`src/rsl_pkg.sv`:
```
package rsl_pkg;

    // ****************************************************************
    // strap encodings
    // ****************************************************************
    localparam logic FREQ_SEL_100MHZ  = 1'h0;
    localparam logic FREQ_SEL_133MHZ  = 1'h1;
    localparam logic ECC_STRAP_ENABLE = 1'h0;
    localparam logic QD_STRAP_DEPTH1  = 1'h0;

    // ****************************************************************
    // queue depths
    // ****************************************************************
    localparam int   QDEPTH_W         = 4;
    localparam logic [QDEPTH_W-1:0] QDEPTH_ONE = 4'h1;
    localparam logic [QDEPTH_W-1:0] QDEPTH_MAX = 4'h8;

    // ****************************************************************
    // reset values (used until the first capture)
    // ****************************************************************
    localparam logic FREQ_RST         = 1'h0;
    localparam logic ECC_STRAP_RST    = 1'h1;
    localparam logic QD_STRAP_RST     = 1'h0;

    typedef struct packed {
        logic freqSelect;
        logic eccStrap;
    } rsl_sys_straps_t;

endpackage : rsl_pkg

```
`src/rsl_reset_strap_latch.sv`:
```
`timescale 1ns/1ps
// Summary of operation
// - at system reset release the frequency strap is latched, 0 for 100 MHz, 1 for 133 MHz.
// - the latched frequency strap is shown as a bit of the hub configuration register.
// - the queue depth strap is sampled when processor reset is released.
// - a low queue depth sample gives depth one and a high sample gives depth eight.
// - at depth eight the device puts no further limit on queued host transactions.
// - the device leaves the queue depth strap line undriven while processor reset is asserted.
// - the ECC enable strap is latched at system reset release.
// - a latched 0 enables ECC generation on the data ECC pins, a latched 1 disables it.
// - the latched ECC strap is shown as a bit of the host error control register.
module rsl_reset_strap_latch
(
    // clock and system reset (high while the system reset input is asserted)
    input  wire  logic                         mclk,
    input  wire  logic                         sys_rst,
    // processor reset, high while asserted
    input  wire  logic                         processorReset,
    // strap pins
    input  wire  logic                         freqSelectStrap,
    input  wire  logic                         eccEnableStrap,
    input  wire  logic                         queueDepthStrapIn,
    output logic                               queueDepthStrapOut,
    output logic                               queueDepthStrapOe,
    // latched configuration
    output logic                               hubCfgFreqBit,
    output logic                               hostErrCtlEccBit,
    output logic                               freqIs133,
    output logic                               eccGenEnable,
    output logic [rsl_pkg::QDEPTH_W-1:0]       inOrderQueueDepth,
    output logic                               queueLimitEnable
);

    // ****************************************************************
    // reset release detection
    // ****************************************************************
    // sys_rst clears this flag; first clocked edge after release captures
    logic                      sysCapDone_ff;
    logic                      nxt_sysCapDone;
    logic                      cpuRstPrev_ff;
    logic                      nxt_cpuRstPrev;
    rsl_pkg::rsl_sys_straps_t  sysStraps_ff;
    rsl_pkg::rsl_sys_straps_t  nxt_sysStraps;
    logic                      qdStrap_ff;
    logic                      nxt_qdStrap;
    logic                      cpuRstRise;

    // processor reset deasserting means its active-high input falls
    assign cpuRstRise = cpuRstPrev_ff && !processorReset;

    always_comb
    begin
        nxt_sysCapDone = 1'h1;
        nxt_sysStraps  = sysStraps_ff;
        nxt_cpuRstPrev = processorReset;
        nxt_qdStrap    = qdStrap_ff;
        if (!sysCapDone_ff)
        begin
            nxt_sysStraps.freqSelect = freqSelectStrap;
            nxt_sysStraps.eccStrap   = eccEnableStrap;
        end
        if (cpuRstRise)
        begin
            nxt_qdStrap = queueDepthStrapIn;
        end
    end

    always_ff @(posedge mclk or posedge sys_rst)
    begin
        if (sys_rst)
        begin
            sysCapDone_ff <= 1'h0;
            sysStraps_ff  <= '{freqSelect: rsl_pkg::FREQ_RST, eccStrap: rsl_pkg::ECC_STRAP_RST};
            cpuRstPrev_ff <= 1'h0;
            qdStrap_ff    <= rsl_pkg::QD_STRAP_RST;
        end
        else
        begin
            sysCapDone_ff <= nxt_sysCapDone;
            sysStraps_ff  <= nxt_sysStraps;
            cpuRstPrev_ff <= nxt_cpuRstPrev;
            qdStrap_ff    <= nxt_qdStrap;
        end
    end

    // ****************************************************************
    // outputs
    // ****************************************************************
    // never drive the queue depth line; the board owns it at reset
    // depth one relies on the board pulling low
    assign queueDepthStrapOut = 1'h0;
    assign queueDepthStrapOe  = 1'h0;

    // frequency bit for hub config register
    assign hubCfgFreqBit    = sysStraps_ff.freqSelect;
    assign freqIs133        = (sysStraps_ff.freqSelect == rsl_pkg::FREQ_SEL_133MHZ);
    // ECC bit for host error control register
    assign hostErrCtlEccBit = sysStraps_ff.eccStrap;
    assign eccGenEnable     = (sysStraps_ff.eccStrap == rsl_pkg::ECC_STRAP_ENABLE);
    assign inOrderQueueDepth = (qdStrap_ff == rsl_pkg::QD_STRAP_DEPTH1) ?
                               rsl_pkg::QDEPTH_ONE : rsl_pkg::QDEPTH_MAX;
    // no extra throttle at full depth
    assign queueLimitEnable  = (qdStrap_ff == rsl_pkg::QD_STRAP_DEPTH1);
endmodule : rsl_reset_strap_latch

```
`config.mk`:
```
export PLATFORM = sky130hd
export DESIGN_NAME = rsl_reset_strap_latch
export DESIGN_NICKNAME = d
export VERILOG_FILES = /design/src/rsl_pkg.sv /design/src/rsl_reset_strap_latch.sv
export SDC_FILE = /design/constraint.sdc
export NUM_CORES = 1
export LEC_CHECK = 0
export ABC_CLOCK_PERIOD_IN_PS = 1000
export BUFFER_PORTS_ARGS = -buffer_cell sky130_fd_sc_hd__buf_2
export CORE_AREA = 2 2 39 41
export DETAILED_ROUTE_END_ITERATION = 8
export DIE_AREA = 0 0 41 43
export PLACE_DENSITY = 0.42
export SLEW_MARGIN = 10
export SYNTH_ARGS = -nofsm -noshare
export SYNTH_HDL_FRONTEND = slang
export SYNTH_SLANG_ARGS = --single-unit
```
`constraint.sdc`:
```
create_clock -name mclk -period 1 [get_ports mclk]
set_clock_uncertainty 0.15 [all_clocks]
set_input_delay 0.25 -clock mclk [delete_from_list [all_inputs] [get_ports mclk]]
set_output_delay 0.25 -clock mclk [all_outputs]
set_load 0.02 [all_outputs]
```
# Yosys cells after proc, flatten, opt, wreduce, memory -nomap -nowiden
# Index checks and enable logic that the tools add are counted.
# totals
ff_bits	5
wordCells	10
# classes
mux	1
reduce_logical	2
bitwise	2
# op_table
cell	n
2-to-1 mux 4 bit	1
NOT 1 bit	2
logical AND 1 bit	1
logical NOT 1 bit	1

# Longest topological paths before layout
# Gate-level depths: netlist of the first run.
# logic_depth
word_depth	2
depth_mapped	2
ltp_nobuf	2

# Least setup slack after synthesis of the first run
# Ideal clock, no wire load.
# synth_path
kind	reg2out
startpoint	register qdStrap_ff
endpoint	output inOrderQueueDepth[0] (netlist bit)
path_stages_with_launch	3
n_path_buf	1
t_arrival_ns	0.701
path_slack_ns	-0.101
t_required_ns	0.600
path_cell_list	dfrtp_1 -> inv_1 -> buf_4
# synth_between
elab_chain_len	1
# synth_lines
item	line	text
from (decl)	rsl_reset_strap_latch.sv:44	logic qdStrap_ff;
from (signal assigned)	rsl_reset_strap_latch.sv:75	qdStrap_ff <= rsl_pkg::QD_STRAP_RST;
from (signal assigned)	rsl_reset_strap_latch.sv:82	qdStrap_ff <= nxt_qdStrap;
2-to-1 mux 4 bit	rsl_reset_strap_latch.sv:100	assign inOrderQueueDepth = (qdStrap_ff == rsl_pkg::QD_STRAP_DEPTH1) ?
to (decl)	rsl_reset_strap_latch.sv:30	output logic [rsl_pkg::QDEPTH_W-1:0] inOrderQueueDepth,
# No other way between the ends.

# Worst setup path after layout of the first run
# layout_path
startpoint	register sysStraps_ff, in the netlist hostErrCtlEccBit
endpoint	output eccGenEnable
# layout_between
elab_chain_len	1
# layout_lines
item	line	text
from (decl)	rsl_reset_strap_latch.sv:42	rsl_pkg::rsl_sys_straps_t sysStraps_ff;
from (signal assigned)	rsl_reset_strap_latch.sv:73	sysStraps_ff <= '{freqSelect: rsl_pkg::FREQ_RST, eccStrap: rsl_pkg::ECC_STRAP_RST};
from (signal assigned)	rsl_reset_strap_latch.sv:80	sysStraps_ff <= nxt_sysStraps;
NOT 1 bit	rsl_reset_strap_latch.sv:99	assign eccGenEnable = (sysStraps_ff.eccStrap == rsl_pkg::ECC_STRAP_ENABLE);
to (decl)	rsl_reset_strap_latch.sv:29	output logic eccGenEnable,
# No other way between the ends.

==> results.py, run 1 <==
metrics = {
    "logic_synthesis": {
        "synth-seq-cells": 5,
        "syn_inst": 21,
        "yosysTopAreaCellShare_pct": 40.20,
        "synth_largest_area_cell": "dfrtp_1",
        "ys_types": 8,
        "synth_ff_type": "dfrtp_1",
        "ys_seq_area_share_pct": 50.75,
        "async_flop_share_pct": 100.0,
        "yosysWarnings": 0,
        "syn_area_per_cell_um2": 11.86,
        "yosys.cell_count.top_type": "buf_4",
        "netlist_area_um2": 249.0,
        "netlist_top_cells_count": "buf_4, dfrtp_1, inv_1, conb_1, mux2_2",
        "synth_edf_count": 0,
        "synthTopCellsByArea": "dfrtp_1, buf_4, dfstp_2, mux2_2, mux2_4",
    },
    "grt": {
        "overflow": 0,
        "antenna_found_initial": 0,
        "grt_max_degree": 6,
        "track_usage_pct": 5.466,
        "grt_pass1_vias": 160,
        "grt_first_pass_wirelength_um": 531,
    },
    "worst_hold_path": {
        "min_path_type": "input pin to flop",
        "worstHoldStart": "processorReset",
    },
    "place": {
        "port_buffers": 12,
        "dpl_cell_area_um2": 291.5,
        "dp_hpwl_um": 331.4,
        "gp_congestion": 0.5047,
    },
    "worst_setup_path": {
        "crit_type": "flop to primary output",
        "critPathLaunch": "hostErrCtlEccBit",
        "start_kind": "flop",
        "cp.arrival_ps": 940,
        "cp.required_ps": 600,
        "reg2reg_from": "qdStrap_ff",
        "crit_path_end_kind": "primary output",
        "cp_max_fo": 3,
    },
    "die": {
        "start_util_pct": 17.99,
        "die_h_um": 43,
        "io_pins": 17,
        "rows": 14,
        "dieArea_um2": 1763,
        "core_region_area_um2": 1384,
        "die_width_um": 41,
    },
    "timing": {
        "setup_viol": 8,
        "setup_tns_ps": -1809,
        "period_share_pct": 133.9,
        "holdWs_ps": 17.88,
        "rsz0062_at_grt": "true",
        "period_needed_ps": 1339,
        "fin_ws_ps": -339.1,
        "fmax_ghz": 0.7468,
        "hold_viol_final": 0,
        "finalMaxSlewViolations": 0,
    },
    "status": {
        "status": "complete, but fails checks",
        "failed_checks": "negative setup slack",
    },
    "clock_tree": {
        "tritoncts": "yes",
        "path_clk_slew_ps": 40,
        "cts-root-buf": "clkbuf_4",
        "cts_num_sinks": 5,
        "clockBufferDepth": 2,
        "cts_buffers": 3,
        "clk_latency_ps": 230,
        "htreeDepth": 1,
    },
    "detailed_routing": {
        "drc": 0,
        "drt_iter0_drc": 0,
        "dr.pass1.iters": 1,
        "vias": 154,
        "avgViaCountPerCell": 3.020,
        "wire_per_inst_um": 7.804,
        "ant_nets": 0,
        "routed_wl_um": 398,
    },
    "cells_and_area": {
        "syn2layout_area_growth_pct": 52.26,
        "stdcell_area_um2": 379.1,
        "fill_cells": 157,
        "layout-drive-gt1-share_pct": 68.57,
        "fin_nets": 42,
        "n_antenna_cell": 0,
    },
    "power": {
        "total_leakage_power_nw": 0.1949,
        "powerDensity_nw_per_um2": 1746,
        "vdd_drop_max_mv": 0.3690,
    },
    "run": {
        "cap_violations": 0,
    },
}
[metal layers]
layer	part of all wire (%)	routed length, µm	global-route usage (%)
met5	0	0	0
met4	0	0	8.000
met3	6.8	27	3.141
met2	69	273	8.438
met1	24	96	2.970
[state kept, by name, indices dropped and copies added, names as in the netlist]
| signal | cells |
|---|---|
| cpuRstPrev_ff | 1 |
| freqIs133 | 1 |
| hostErrCtlEccBit | 1 |
| qdStrap_ff | 1 |
| sysCapDone_ff | 1 |
[per-stage QoR]
stage                     cells  util, %  total power, mW  worst slack (ps)
after floorplan              24        -           0.3707            -59.53
after global routing         51    27.40           0.6904            -366.4
after CTS                    50    26.58           0.6641            -352.5
after detailed placement     45    21.07           0.3819            -111.4
after global placement       45    21.07           0.3781            -105.2
final                        51    27.40           0.6620            -339.1
[where the power goes]
| group | internal (mW) | switching, mW | total [mW] | leakage (nW) |
|---|---|---|---|---|
| combinational | 0.102 | 0.0917 | 0.194 | 0.124 |
| sequential | 0.226 | 0.0196 | 0.245 | 0.0562 |
| clock | 0.150 | 0.0728 | 0.223 | 0.0150 |
| total | 0.478 | 0.184 | 0.662 | 0.195 |
[path summary, 6_finish.rpt]
path / depth (start not counted) / end / slack [ps]
max in group asynchronous: 3 / hostErrCtlEccBit / 170
min reg2reg: 1 / hostErrCtlEccBit / 390
min: 1 / cpuRstPrev_ff / 20
max: 2 / eccGenEnable / -340
max reg2reg: 2 / qdStrap_ff / -60
min in group asynchronous: 3 / qdStrap_ff / 300
[cells by family after synthesis]
group	Yosys count	synth area share [%]
flops	5	50.76
buf+inv	10	25.63
other cells	2	3.016
simple gates	1	5.526
mux	3	15.07
[final cells by class]
class                      instances  area [µm²]  share of cell area, %
timing repair buffer              14       121.4                  32.01
inverter                           3       13.76                  3.630
clock buffer                       4       26.28                  6.931
tap                               16       20.02                  5.281
multi-input combinational          9       70.07                  18.48
sequential                         5       127.6                  33.66
[cells in the final DEF, fill, tap and decap left out, types with 2 or more instances in the layout]
master / n
conb_1: 5
buf_2: 5
buf_6: 7
mux2_2: 2
dfrtp_1: 3
clkbuf_4: 3
[timing repair]
action	CTS	global route
hold endpoints to repair	5	0
setup endpoints to repair	8	8
cloned	0	0
buffers inserted	0	1
resized for setup	13	1
hold buffers	1	0
[worst max-delay path, cell delays in order, from the launching register on]
cell and delay [ps]:
dfstp_2 560, inv_4 30, buf_6 120
Power figures use the tool's default switching activity.
==> run 2, diff against run 1 <==
--- a/config.mk
+++ b/config.mk
@@ -5,12 +5,12 @@
 export SDC_FILE = /design/constraint.sdc
 export NUM_CORES = 1
 export LEC_CHECK = 0
-export ABC_CLOCK_PERIOD_IN_PS = 1000
+export ABC_CLOCK_PERIOD_IN_PS = 1410
 export BUFFER_PORTS_ARGS = -buffer_cell sky130_fd_sc_hd__buf_2
 export CORE_AREA = 2 2 39 41
 export DETAILED_ROUTE_END_ITERATION = 8
 export DIE_AREA = 0 0 41 43
-export PLACE_DENSITY = 0.42
+export PLACE_DENSITY = 0.4
 export SLEW_MARGIN = 10
 export SYNTH_ARGS = -nofsm -noshare
 export SYNTH_HDL_FRONTEND = slang
==> constraint.sdc (replaced) <==
create_clock -name mclk -period 1.41 [get_ports mclk]
set_clock_uncertainty 0.15 [all_clocks]
set_input_delay 0.3525 -clock mclk [delete_from_list [all_inputs] [get_ports mclk]]
set_output_delay 0.3525 -clock mclk [all_outputs]
set_load 0.02 [all_outputs]
==> results.py, run 2 (synthesis results as in run 1) <==
metrics = {
    "detailed_routing": {
        "avgViaCountPerCell": 3.020,
        "vias": 151,
        "routed_wl_um": 351,
        "dr.pass1.iters": 1,
        "ant_nets": 0,
        "drt_iter0_drc": 0,
        "wire_per_inst_um": 7.020,
        "drc": 0,
    },
    "die": {
        "dieArea_um2": 1763,
        "io_pins": 17,
        "rows": 14,
        "start_util_pct": 17.99,
        "die_width_um": 41,
        "die_h_um": 43,
        "core_region_area_um2": 1384,
    },
    "worst_setup_path": {
        "ff2ff_path_depth": 2,
        "cp_max_fo": 3,
        "r2r_end": "qdStrap_ff",
        "crit_path_end_kind": "primary output",
        "cpPeakStageDelay_ps": 530,
        "worstPathCellList": "inv_2 -> buf_6",
        "cp.required_ps": 910,
        "crit_buf_inv": 2,
        "cp.arrival_ps": 920,
        "crit_type": "flop to primary output",
        "critical_path.top_delay_family": "flip-flops",
        "reg2reg_setup_slack_ps": 390,
        "critPathLaunch": "hostErrCtlEccBit",
        "slowest_stage": "dfstp_2",
        "start_kind": "flop",
        "reg2reg_from": "cpuRstPrev_ff",
    },
    "power": {
        "power_frac_clock_pct": 36.4,
        "powerDensity_nw_per_um2": 1285,
        "switching_share_pct": 27.89,
        "seqPwrFrac_pct": 39.2,
        "p_int_mw": 0.3084,
        "vdd_drop_max_mv": 0.3436,
        "power_frac_comb_pct": 24.4,
        "total_leakage_power_nw": 0.1800,
        "p_sw_mw": 0.1193,
    },
    "worst_hold_path": {
        "hold_depth": 1,
        "worstHoldStart": "processorReset",
        "hold_end": "cpuRstPrev_ff",
        "min_path_type": "input pin to flop",
    },
    "run": {
        "cap_violations": 0,
    },
    "timing": {
        "rsz0062_at_grt": "true",
        "setup_viol": 1,
        "period_share_pct": 101.1,
        "period_needed_ps": 1425,
        "finalMaxSlewViolations": 0,
        "hold_viol_final": 0,
        "setup_tns_ps": -15.43,
        "fin_ws_ps": -15.43,
        "fmax_ghz": 0.7015,
    },
    "clock_tree": {
        "clockBufferDepth": 2,
        "path_clk_slew_ps": 40,
        "cts_buffers": 3,
        "clk_latency_ps": 230,
        "cts_num_sinks": 5,
        "htreeDepth": 1,
        "cts-root-buf": "clkbuf_4",
        "tritoncts": "yes",
    },
    "cells_and_area": {
        "layout_common_cells": "buf_2, conb_1, dfrtp_1",
        "syn2layout_area_growth_pct": 33.67,
        "fin_nets": 41,
        "n_antenna_cell": 0,
        "final_common_cell": "buf_2",
        "fin_util_pct": 24.05,
        "layout-drive-gt1-share_pct": 61.76,
        "stdcell_area_um2": 332.8,
        "final_cell_count_no_fill": 50,
    },
    "place": {
        "gp_congestion": 0.5831,
        "port_buffers": 12,
        "dp.cells": 45,
        "dpl_cell_area_um2": 287.8,
        "dp_hpwl_um": 325,
    },
    "grt": {
        "globalRouteMet2Util_pct": 9.063,
        "overflow": 0,
        "grt_pass1_vias": 169,
        "track_usage_pct": 5.556,
        "grt_max_degree": 6,
        "grt_first_pass_wirelength_um": 593,
        "antenna_found_initial": 0,
        "grt.busiest_layer": "met2",
        "grt_use_met1_pct": 3.607,
        "use_met3_pct": 1.571,
    },
    "status": {
        "status": "complete, but fails checks",
        "failed_checks": "negative setup slack",
    },
}
[run 2: cell types whose count changed in the layout (fill, tap and decap cells not counted)]
cell,delta
buf_2,+5
buf_6,-6
dfrtp_1,+1
dfrtp_2,-1
inv_1,+1
inv_4,-1
[run 2: worst max path at each step]
stage                                 endpoint  slack, ps  cells after the start
after floorplan           inOrderQueueDepth[0]        210                      2
after global placement            eccGenEnable        220                      2
after detailed placement          eccGenEnable        210                      2
after CTS                         eccGenEnable        -30                      2
after global routing              eccGenEnable        -60                      2
final                             eccGenEnable        -20                      2
[run 2: power groups by stage]
| stage | Sequential (mW) | Clock (mW) | Combinational (mW) |
|---|---|---|---|
| detailed placement | 0.169 | 0 | 0.0975 |
| floorplan | 0.176 | 0 | 0.0805 |
| CTS | 0.168 | 0.165 | 0.106 |
| finish | 0.168 | 0.156 | 0.104 |
| global route | 0.171 | 0.178 | 0.110 |
| global placement | 0.168 | 0 | 0.0961 |
[run 2: layout make-up]
| class | count | area (µm²) |
|---|---|---|
| well taps | 16 | 20.02 |
| repair buffers | 13 | 78.83 |
| fillers | 150 | 1051 |
| flip-flops and latches | 5 | 126.4 |
| multi-input cells | 9 | 70.07 |
| inverters | 3 | 11.26 |
| clock buffers | 4 | 26.28 |
[run 2: metal layers]
layer / part of all wire [%] / up-vias
met5: 0 / -
met4: 0 / 0
met3: 4.0 / 0
met2: 76 / 3
met1: 19 / 74
li1: - / 74
[run 2: repair_timing]
item / in CTS / in global routing
hold buffers: 1 / 0
buffers inserted: 0 / 0
gates resized for setup: 4 / 0
endpoints found under the hold margin: 4 / 0
setup endpoints to repair: 2 / 2
[run 2: per-stage QoR]
stage               hold WS, ps  power (mW)  setup WS (ps)
floorplan                -19.71      0.2564          206.4
global placement          102.7      0.2641          222.6
detailed placement        103.7      0.2665          210.7
CTS                       110.3      0.4390         -28.19
global route              108.7      0.4593         -62.64
finish                    119.6      0.4277         -15.43
==> run 3, diff against run 2 <==
--- a/config.mk
+++ b/config.mk
@@ -11,6 +11,7 @@
 export DETAILED_ROUTE_END_ITERATION = 8
 export DIE_AREA = 0 0 41 43
 export PLACE_DENSITY = 0.4
+export SETUP_SLACK_MARGIN = 0.05
 export SLEW_MARGIN = 10
 export SYNTH_ARGS = -nofsm -noshare
 export SYNTH_HDL_FRONTEND = slang
==> results.py, run 3 (synthesis results as in run 1) <==
metrics = {
    "timing": {
        "finalMaxSlewViolations": 0,
        "rsz0062_at_grt": "true",
        "period_share_pct": 101.1,
        "period_needed_ps": 1425,
        "hold_viol_final": 0,
        "setup_tns_ps": -15.43,
        "setup_viol": 1,
        "fin_ws_ps": -15.43,
        "fmax_ghz": 0.7015,
        "holdWs_ps": 119.6,
    },
    "worst_setup_path": {
        "worstPathCellList": "inv_2 -> buf_6",
        "crit_path_end_kind": "primary output",
        "crit_buf_inv": 2,
        "cp.required_ps": 910,
        "critical_path.top_delay_family": "flip-flops",
        "slowest_stage": "dfstp_2",
        "start_kind": "flop",
        "crit_type": "flop to primary output",
        "cpPeakStageDelay_ps": 530,
        "cp_max_fo": 3,
        "cp.arrival_ps": 920,
    },
    "clock_tree": {
        "tritoncts": "yes",
        "cts_buffers": 3,
        "cts-root-buf": "clkbuf_4",
        "clockBufferDepth": 2,
        "path_clk_slew_ps": 40,
        "htreeDepth": 1,
        "clk_latency_ps": 230,
        "cts_num_sinks": 5,
    },
    "die": {
        "rows": 14,
        "die_width_um": 41,
        "core_region_area_um2": 1384,
        "io_pins": 17,
        "die_h_um": 43,
        "start_util_pct": 17.99,
        "dieArea_um2": 1763,
    },
    "grt": {
        "grt_max_degree": 6,
        "grt_pass1_vias": 169,
        "antenna_found_initial": 0,
        "overflow": 0,
        "track_usage_pct": 5.556,
        "grt_first_pass_wirelength_um": 593,
    },
    "detailed_routing": {
        "wire_per_inst_um": 7.078,
        "ant_nets": 0,
        "routed_wl_um": 361,
        "dr.pass1.iters": 1,
        "drc": 0,
        "vias": 155,
        "avgViaCountPerCell": 3.039,
        "drt_iter0_drc": 0,
    },
    "power": {
        "powerDensity_nw_per_um2": 1267,
        "total_leakage_power_nw": 0.1881,
        "vdd_drop_max_mv": 0.3437,
    },
    "place": {
        "dpl_cell_area_um2": 287.8,
        "port_buffers": 12,
        "gp_congestion": 0.5831,
        "dp.cells": 45,
        "dp_hpwl_um": 325,
    },
    "cells_and_area": {
        "syn2layout_area_growth_pct": 41.71,
        "stdcell_area_um2": 352.8,
        "n_antenna_cell": 0,
        "fin_nets": 42,
        "layout_common_cells": "buf_2, conb_1, dfrtp_1",
        "layout-drive-gt1-share_pct": 65.71,
        "final_common_cell": "buf_2",
        "fin_util_pct": 25.50,
        "final_cell_count_no_fill": 51,
    },
    "status": {
        "status": "complete, but fails checks",
        "failed_checks": "negative setup slack",
    },
    "worst_hold_path": {
        "min_path_type": "input pin to flop",
    },
    "run": {
        "cap_violations": 0,
    },
}
## run 3: cell types whose count changed in the layout (fill, tap and decap cells not counted)
cell / before / now
buf_6: 1 / 3
inv_1: 2 / 1
buf_2: 10 / 8
inv_2: 1 / 2
buf_4: 1 / 2
## run 3: layout make-up
type,instances,area [µm²]
Fill cell,148,1031
Sequential cell,5,126.4
Timing Repair Buffer,14,98.84
Multi-Input combinational cell,9,70.07
Clock buffer,4,26.28
Tap cell,16,20.02
Inverter,3,11.26
## run 3: path summary, 6_finish.rpt
| path | start | endpoint | slack [ps] | depth (start not counted) |
|---|---|---|---|---|
| worst max-delay path | hostErrCtlEccBit | eccGenEnable | -20 | 2 |
| worst min-delay path | processorReset | cpuRstPrev_ff | 120 | 1 |
| worst max register to register | qdStrap_ff | qdStrap_ff | 350 | 2 |
| worst min register to register | freqIs133 | freqIs133 | 370 | 1 |
| max in group asynchronous | sys_rst | hostErrCtlEccBit | 480 | 3 |
| min in group asynchronous | sys_rst | qdStrap_ff | 400 | 3 |
## run 3: through the flow
step | power [mW] | worst slack, ps
after detailed placement | 0.2665 | 210.7
final | 0.4470 | -15.43
after global routing | 0.4785 | -62.64
after global placement | 0.2641 | 222.6
after floorplan | 0.2564 | 206.4
after CTS | 0.4390 | -28.19
## run 3: metal layers
layer | global-route usage [%] | vias up | part of all wire [%]
met4 | 8.000 | 0 | 0
met5 | 0 | - | 0
li1 | - | 76 | -
met3 | 1.571 | 0 | 3.9
met1 | 3.607 | 76 | 21
met2 | 9.063 | 3 | 75
## run 3: timing repair
action	CTS	global route
pin swaps	0	0
hold endpoints to repair	4	0
buffers inserted	0	1
gates resized for setup	4	5
setup endpoints to repair	2	4
hold buffers	1	0
## run 3: power breakdown
part	internal, mW	total (mW)	switching [mW]
clock	0.106	0.156	0.0495
combinational	0.0578	0.123	0.0650
sequential	0.159	0.168	0.00892
total	0.324	0.447	0.123
